File: src/hdl/rtc_mode_pkg.sv
package rtc_mode_pkg;
	// ------------------------------------------------------------
	// calendar limits, field reset values, binary width and mode codes
	// ------------------------------------------------------------
	localparam int unsigned YEAR_BASE       = 2000;
	localparam int unsigned YEAR_LAST       = 2099;
	localparam logic [6:0]  YEAR_SPAN       = 7'd99;
	localparam logic [5:0]  SEC_LAST        = 6'd59;
	localparam logic [5:0]  MIN_LAST        = 6'd59;
	localparam logic [4:0]  HOUR_LAST       = 5'd23;
	localparam logic [3:0]  MONTH_LAST      = 4'd12;
	localparam logic [4:0]  DAY_FIRST       = 5'd1;
	localparam logic [3:0]  MONTH_FIRST     = 4'd1;
	localparam logic [6:0]  YEAR_RESET      = 7'h00;
	localparam int unsigned BIN_WIDTH       = 32;
	localparam logic [31:0] BIN_RESET       = 32'h0000_0000;
	localparam logic        OPMODE_NORMAL   = 1'b0;
	localparam logic        CNTMODE_CAL     = 1'b0;
	localparam logic        CNTMODE_BIN     = 1'b1;

	// ------------------------------------------------------------
	// tick timing
	// ------------------------------------------------------------
	localparam int unsigned CLK_HZ          = 25_000_000;
	localparam int unsigned TICK_PERIOD_S   = 1;
	localparam int unsigned TICK_CYCLES     = CLK_HZ * TICK_PERIOD_S;
endpackage

File: src/hdl/rtc_wrap_counter.sv
`timescale 1ns/1ps
module rtc_wrap_counter
	import rtc_mode_pkg::*;
#(
	parameter int unsigned WIDTH = 6,
	parameter logic [WIDTH-1:0] FIRST = '0
) (
	input  wire logic             ref_clk,
	input  wire logic             rst_n,
	input  wire logic             clear,
	input  wire logic             step,
	input  wire logic [WIDTH-1:0] last,
	output logic      [WIDTH-1:0] value,
	output logic                  carry
);
	// a zero-width field cannot hold any count
	if (WIDTH < 1) begin : g_width_check
		$error("WIDTH must be at least 1");
	end

	assign carry = step && (value == last);

	always_ff @(posedge ref_clk) begin
		if (!rst_n || clear) begin
			value <= FIRST;
		end else if (carry) begin
			value <= FIRST;
		end else if (step) begin
			value <= value + WIDTH'(1);
		end
	end
endmodule

File: src/hdl/rtc_mode_core.sv
`timescale 1ns/1ps
module rtc_mode_core
	import rtc_mode_pkg::*;
#(
	parameter int unsigned TICK_DIV = TICK_CYCLES
) (
	input  wire logic        ref_clk,
	input  wire logic        rst_n,
	input  wire logic        operating_mode_select,
	input  wire logic        count_mode_wr,
	input  wire logic        count_mode_wdata,
	input  wire logic        soft_reset,
	input  wire logic        alarm_match,
	output logic             count_mode_select,
	output logic             count_mode_active,
	output logic             low_power_active,
	output logic             alarm_irq,
	output logic             second_tick,
	output logic [5:0]       cal_sec,
	output logic [5:0]       cal_min,
	output logic [4:0]       cal_hour,
	output logic [4:0]       cal_day,
	output logic [3:0]       cal_month,
	output logic [6:0]       cal_year,
	output logic [31:0]      bin_seconds
);
	// a divider below two would tick on every edge and never idle
	if (TICK_DIV < 2) begin : g_div_check
		$error("TICK_DIV must be at least 2");
	end

	// ------------------------------------------------------------
	// one-second tick
	// ------------------------------------------------------------
	logic [31:0] div_cnt;
	logic        tick;
	assign tick = (div_cnt == 32'(TICK_DIV - 1));

	always_ff @(posedge ref_clk) begin
		if (!rst_n || soft_reset) begin
			div_cnt <= 32'h0000_0000;
		end else if (tick) begin
			div_cnt <= 32'h0000_0000;
		end else begin
			div_cnt <= div_cnt + 32'h0000_0001;
		end
	end

	always_ff @(posedge ref_clk) begin
		if (!rst_n) begin
			second_tick <= 1'b0;
		end else begin
			second_tick <= tick && !soft_reset;
		end
	end

	// ------------------------------------------------------------
	// mode selection
	// ------------------------------------------------------------
	// the select bit updates here on the count clock, so software sees
	// it only one edge after its write and must poll it back
	always_ff @(posedge ref_clk) begin
		if (!rst_n) begin
			count_mode_select <= CNTMODE_CAL;
		end else if (count_mode_wr) begin
			count_mode_select <= count_mode_wdata;
		end
	end

	// the counter keeps its old mode until a software reset, so a stray
	// write cannot corrupt a running count
	always_ff @(posedge ref_clk) begin
		if (!rst_n) begin
			count_mode_active <= CNTMODE_CAL;
		end else if (soft_reset) begin
			count_mode_active <= count_mode_select;
		end
	end

	always_ff @(posedge ref_clk) begin
		if (!rst_n) begin
			low_power_active <= 1'b0;
		end else begin
			low_power_active <= (operating_mode_select != OPMODE_NORMAL);
		end
	end

	always_ff @(posedge ref_clk) begin
		if (!rst_n) begin
			alarm_irq <= 1'b0;
		end else begin
			alarm_irq <= alarm_match && tick &&
				(operating_mode_select == OPMODE_NORMAL);
		end
	end

	// ------------------------------------------------------------
	// binary count
	// ------------------------------------------------------------
	always_ff @(posedge ref_clk) begin
		if (!rst_n || soft_reset) begin
			bin_seconds <= BIN_RESET;
		end else if (tick && count_mode_active == CNTMODE_BIN) begin
			bin_seconds <= bin_seconds + 32'h0000_0001;
		end
	end

	// ------------------------------------------------------------
	// calendar count
	// ------------------------------------------------------------
	logic       cal_step;
	logic       sec_c;
	logic       min_c;
	logic       hour_c;
	logic       day_c;
	logic       mon_c;
	logic [4:0] day_last;
	logic       leap;
	logic [5:0] sec_v;
	logic [5:0] min_v;
	logic [4:0] hour_v;
	logic [4:0] day_v;
	logic [3:0] mon_v;
	logic [6:0] year_v;

	assign cal_step = tick && (count_mode_active == CNTMODE_CAL);
	// every year divisible by four in 2000..2099 is a leap year
	assign leap = (year_v[1:0] == 2'b00);

	always_comb begin
		unique case (mon_v)
			4'h2:    day_last = leap ? 5'd29 : 5'd28;
			4'h4,
			4'h6,
			4'h9,
			4'hb:    day_last = 5'd30;
			default: day_last = 5'd31;
		endcase
	end

	rtc_wrap_counter #(.WIDTH(6), .FIRST(6'd0)) u_sec (
		.ref_clk (ref_clk),
		.rst_n   (rst_n),
		.clear   (soft_reset),
		.step    (cal_step),
		.last    (SEC_LAST),
		.value   (sec_v),
		.carry   (sec_c)
	);
	rtc_wrap_counter #(.WIDTH(6), .FIRST(6'd0)) u_min (
		.ref_clk (ref_clk),
		.rst_n   (rst_n),
		.clear   (soft_reset),
		.step    (sec_c),
		.last    (MIN_LAST),
		.value   (min_v),
		.carry   (min_c)
	);
	rtc_wrap_counter #(.WIDTH(5), .FIRST(5'd0)) u_hour (
		.ref_clk (ref_clk),
		.rst_n   (rst_n),
		.clear   (soft_reset),
		.step    (min_c),
		.last    (HOUR_LAST),
		.value   (hour_v),
		.carry   (hour_c)
	);
	rtc_wrap_counter #(.WIDTH(5), .FIRST(DAY_FIRST)) u_day (
		.ref_clk (ref_clk),
		.rst_n   (rst_n),
		.clear   (soft_reset),
		.step    (hour_c),
		.last    (day_last),
		.value   (day_v),
		.carry   (day_c)
	);
	rtc_wrap_counter #(.WIDTH(4), .FIRST(MONTH_FIRST)) u_mon (
		.ref_clk (ref_clk),
		.rst_n   (rst_n),
		.clear   (soft_reset),
		.step    (day_c),
		.last    (MONTH_LAST),
		.value   (mon_v),
		.carry   (mon_c)
	);
	rtc_wrap_counter #(.WIDTH(7), .FIRST(YEAR_RESET)) u_year (
		.ref_clk (ref_clk),
		.rst_n   (rst_n),
		.clear   (soft_reset),
		.step    (mon_c),
		.last    (YEAR_SPAN),
		.value   (year_v),
		.carry   ()
	);

	// outputs registered so the top drives only flip-flops
	always_ff @(posedge ref_clk) begin
		if (!rst_n) begin
			cal_sec   <= 6'h00;
			cal_min   <= 6'h00;
			cal_hour  <= 5'h00;
			cal_day   <= DAY_FIRST;
			cal_month <= MONTH_FIRST;
			cal_year  <= YEAR_RESET;
		end else begin
			cal_sec   <= sec_v;
			cal_min   <= min_v;
			cal_hour  <= hour_v;
			cal_day   <= day_v;
			cal_month <= mon_v;
			cal_year  <= year_v;
		end
	end
endmodule

File: config.mk
export PLATFORM = sky130hd
export DESIGN_NAME = rtc_mode_core
export DESIGN_NICKNAME = d
export VERILOG_FILES = /design/src/hdl/rtc_mode_pkg.sv /design/src/hdl/rtc_wrap_counter.sv /design/src/hdl/rtc_mode_core.sv
export SDC_FILE = /design/constraint.sdc
export NUM_CORES = 1
export LEC_CHECK = 0
export BUFFER_PORTS_ARGS = -buffer_cell sky130_fd_sc_hd__clkbuf_2
export CELL_PAD_IN_SITES_DETAIL_PLACEMENT = 1
export CELL_PAD_IN_SITES_GLOBAL_PLACEMENT = 2
export CORE_UTILIZATION = 35
export DETAILED_ROUTE_END_ITERATION = 8
export HOLD_SLACK_MARGIN = 0.06
export PLACE_DENSITY = 0.84
export SYNTH_ARGS = -nofsm -noshare
export SYNTH_HDL_FRONTEND = slang
export SYNTH_SLANG_ARGS = --single-unit
File: constraint.sdc
create_clock -name ref_clk -period 2.65 [get_ports ref_clk]
set_input_delay 0.265 -clock ref_clk [delete_from_list [all_inputs] [get_ports ref_clk]]
set_output_delay 0.265 -clock ref_clk [all_outputs]
set_load 0.02 [all_outputs]
==> summary.md <==
| Metric | Value |
|---|---|
| Gate power share | 0.013 |
| DR vias | 4837 |
| Critical path endpoint category | flip-flop |
| Area leader, netlist | dfxtp_1 |
| #FFs+latches synth | roughly 140 |
| CTS buffer count | 17 |
| Post-synth EDFFs | 0 |
| Leakage | between 0.002 and 0.003 uW |
| CTS tree | yes |
| Fin. max-slew vios | 0 |
| DR pass1 iterations | 4 |
| Clock latency on the worst-skew pair | between 400 and 500 ps |
| Peak Freq | 412 MHz |
| FILL cells | between 1500 and 2000 |
| Share of cells above drive strength 1 | 0.180 |
| Bufs on Longest Clock Path | 2 |
| First-pass GRT wire length | 24500 um |
| Largest net degree at the start of global routing | just under 60 |
| Critical path class | reg2reg |
| # DRC | 0 |
| CP required | about 3000 ps |
| Post-synth top cells | dfxtp_1 (135), nor2_1 (83), nand2_1 (56) |
| Yosys warns | 0 |
| Synth top area share | 0.468 |
| Ys flop type | dfxtp_1 |
| Std-Cell Core Area | 16000 um2 |
| Internal power | 3860 uW |
| Final Power | 4810 uW |
| Dominant cells by area after synthesis | dfxtp_1 (47%), xor2_1 (6.4%), nor2_1 (5.4%) |
| Flop pwr share | 0.424 |
| NetSw | 942 uW |
| Max Cap Viol | 0 |
| All-Layer GR Usage | 0.188 |
| Nets | between 700 and 800 |
| Root Driver | clkbuf_16 |
| Area grow syn2layout | 24.4% |
| Boundary Pins | 77 |
| Post-DR wirelength/cell | 15.3 um |
| Antenna violations before repair | 0 |
| Min-delay worst type | in2reg |
| Number of global-route vias before repair | 4934 |
| ANT cells | 0 |
| Async SR Flop Fraction | 0 |
| Synth Cell Area | 5770 um2 |
| Final-report hold violation count | 0 |
| Total gr overflow | 0 |
| Drt via density | 5.00 |
| Worst Path Arrival | 2750 ps |
| Final period util | 0.917 |
| Count leader, synth | dfxtp_1 |
| Post-Route WL | about 15000 um |
| Power Density | 669 nW/um2 |
| Initial Utilization | 0.361 |
| Port Buffers | 76 |
| Syn avg cell area | around 8.9 um2 |
| Die X-Extent | 130 um |
| Die ar. | between 15000 and 20000 um2 |
| Clock sink total | 135 |
| Die Span Y | 130 um |
| Antenna Nets Post-Route | 0 |
| Worst Path Max Fanout | 4 |
| Max_slew headroom | 0.556 |
| Clk slew on worst S/H paths | approximately 60 ps |
| Crit start category | flip-flop |
| Worst VDD drop | 0.461 mV |
| Syn Inst Count | between 600 and 700 |
| Setup TNS Final | 0 ps |
| H-tree levels | 4 |
| Core Util, Final | 0.449 |
| Gpl congestion | 0.803 |
| Row count | 46 |
| Tightest Pin Transition | 666 ps |
| Fin Hold WS | 93.8 ps |
| Final Skew | 12.1 ps |
| Clk pwr share | 0.563 |
| Minimum clock period | 2430 ps |
| DR iter-0 viols | 220 |
| Post-synthesis sequential area ratio | 0.468 |
| Final setup viols | 0 |
| RSZ-0062 raised after global routing | false |
| DP HPWL | between 10000 and 15000 um |
| Syn_nets | 671 |
| Status | completed |
| Yosys cell types | 41 |
| Sw Share | 0.196 |
[kinds of logic (layout without fill, tap and decap cells)]
| group | after synthesis | after routing | synth area share |
|---|---|---|---|
| mux | 9 | 9 | 0.0156 |
| fa+ha+maj | 12 | 12 | 0.0260 |
| simple gates | 328 | 328 | 0.312 |
| compound gates | 74 | 74 | 0.0706 |
| xor+xnor | 54 | 54 | 0.0819 |
| flops | 135 | 135 | 0.468 |
| buf+inv | 40 | 139 | 0.0262 |
[through the flow]
stage	std cells	instance area (um2)	worst slack [ps]
after floorplan	652	5770	549
after global placement	933	6460	282
after detailed placement	933	6460	195
after CTS	967	7160	30.7
after global routing	967	7180	10.9
final	967	7180	221
[cell type report]
type / instances / area (um2) / share of cell area
Multi-Input combinational cell: 477 / 2950 / 0.410
Sequential cell: 135 / 2700 / 0.376
Timing Repair Buffer: 94 / 533 / 0.0742
Clock buffer: 20 / 457 / 0.0636
Tap cell: 216 / 270 / 0.0376
Clock inverter: 12 / 223 / 0.0310
Inverter: 13 / 48.8 / 0.00680
[sequential cells by signal, indices dropped and copies added, names as in the netlist, 4 cells and up]
signal and cells:
bin_seconds 32, div_cnt 32, cal_year 7, u_year.value 7, cal_min 6, cal_sec 6
u_min.value 6, u_sec.value 6, cal_day 5, cal_hour 5, u_day.value 5, u_hour.value 5
cal_month 4, u_mon.value 4
[repair_timing]
item                       CTS  global route
hold endpoints to repair     2             0
setup buffers                0             0
setup endpoints to repair    0             3
hold buffers                 2             0
resized for setup            0             4
[power groups by stage]
stage	clock network [uW]	logic (uW)	registers (uW)
after CTS	2770	64.4	2040
after detailed placement	0	63.0	2080
final	2710	62.3	2040
after floorplan	0	33.2	2080
after global routing	2850	70.1	2040
after global placement	0	61.6	2080
[worst max-delay path: stages (launching register included)]
cell	delay, ps
dfxtp_1	390
ha_1	220
and4b_1	290
and4_1	280
and4_1	260
nand3_1	140
or3_1	410
a221oi_1	330
[final timing paths]
kind | startpoint | endpoint | slack [ps] | cells past startpoint
setup / recovery | u_min.value[1] | u_year.value[6] | 220 | 7
hold / removal | count_mode_wdata | count_mode_select | 90 | 3
setup reg to reg | u_min.value[1] | u_year.value[6] | 220 | 7
hold reg to reg | div_cnt[0] | div_cnt[0] | 480 | 1
[layout by cell type, fill, tap and decap left out, types with 8 or more instances in the layout]
master     Yosys  layout
a21oi_1       32      32
and2_1        42      42
and3_1        15      15
and4_1        12      12
buf_4          0      15
clkbuf_16      0      17
clkbuf_2       0      76
dfxtp_1      135     135
ha_1          12      12
inv_1         13      13
mux2i_1        9       9
nand2_1       56      56
nand3_1       32      31
nand4_1       27      27
nor2_1        83      83
nor3_1         8       8
o21ai_0       29      29
or3_1         17      16
xnor2_1       12      12
xor2_1        42      42
[layer usage]
layer	share of wire	global-route usage
met5	0	0
met4	0.021	0.0757
met3	0.032	0.0505
met2	0.49	0.320
met1	0.46	0.226
Power figures use the tool's default switching activity.
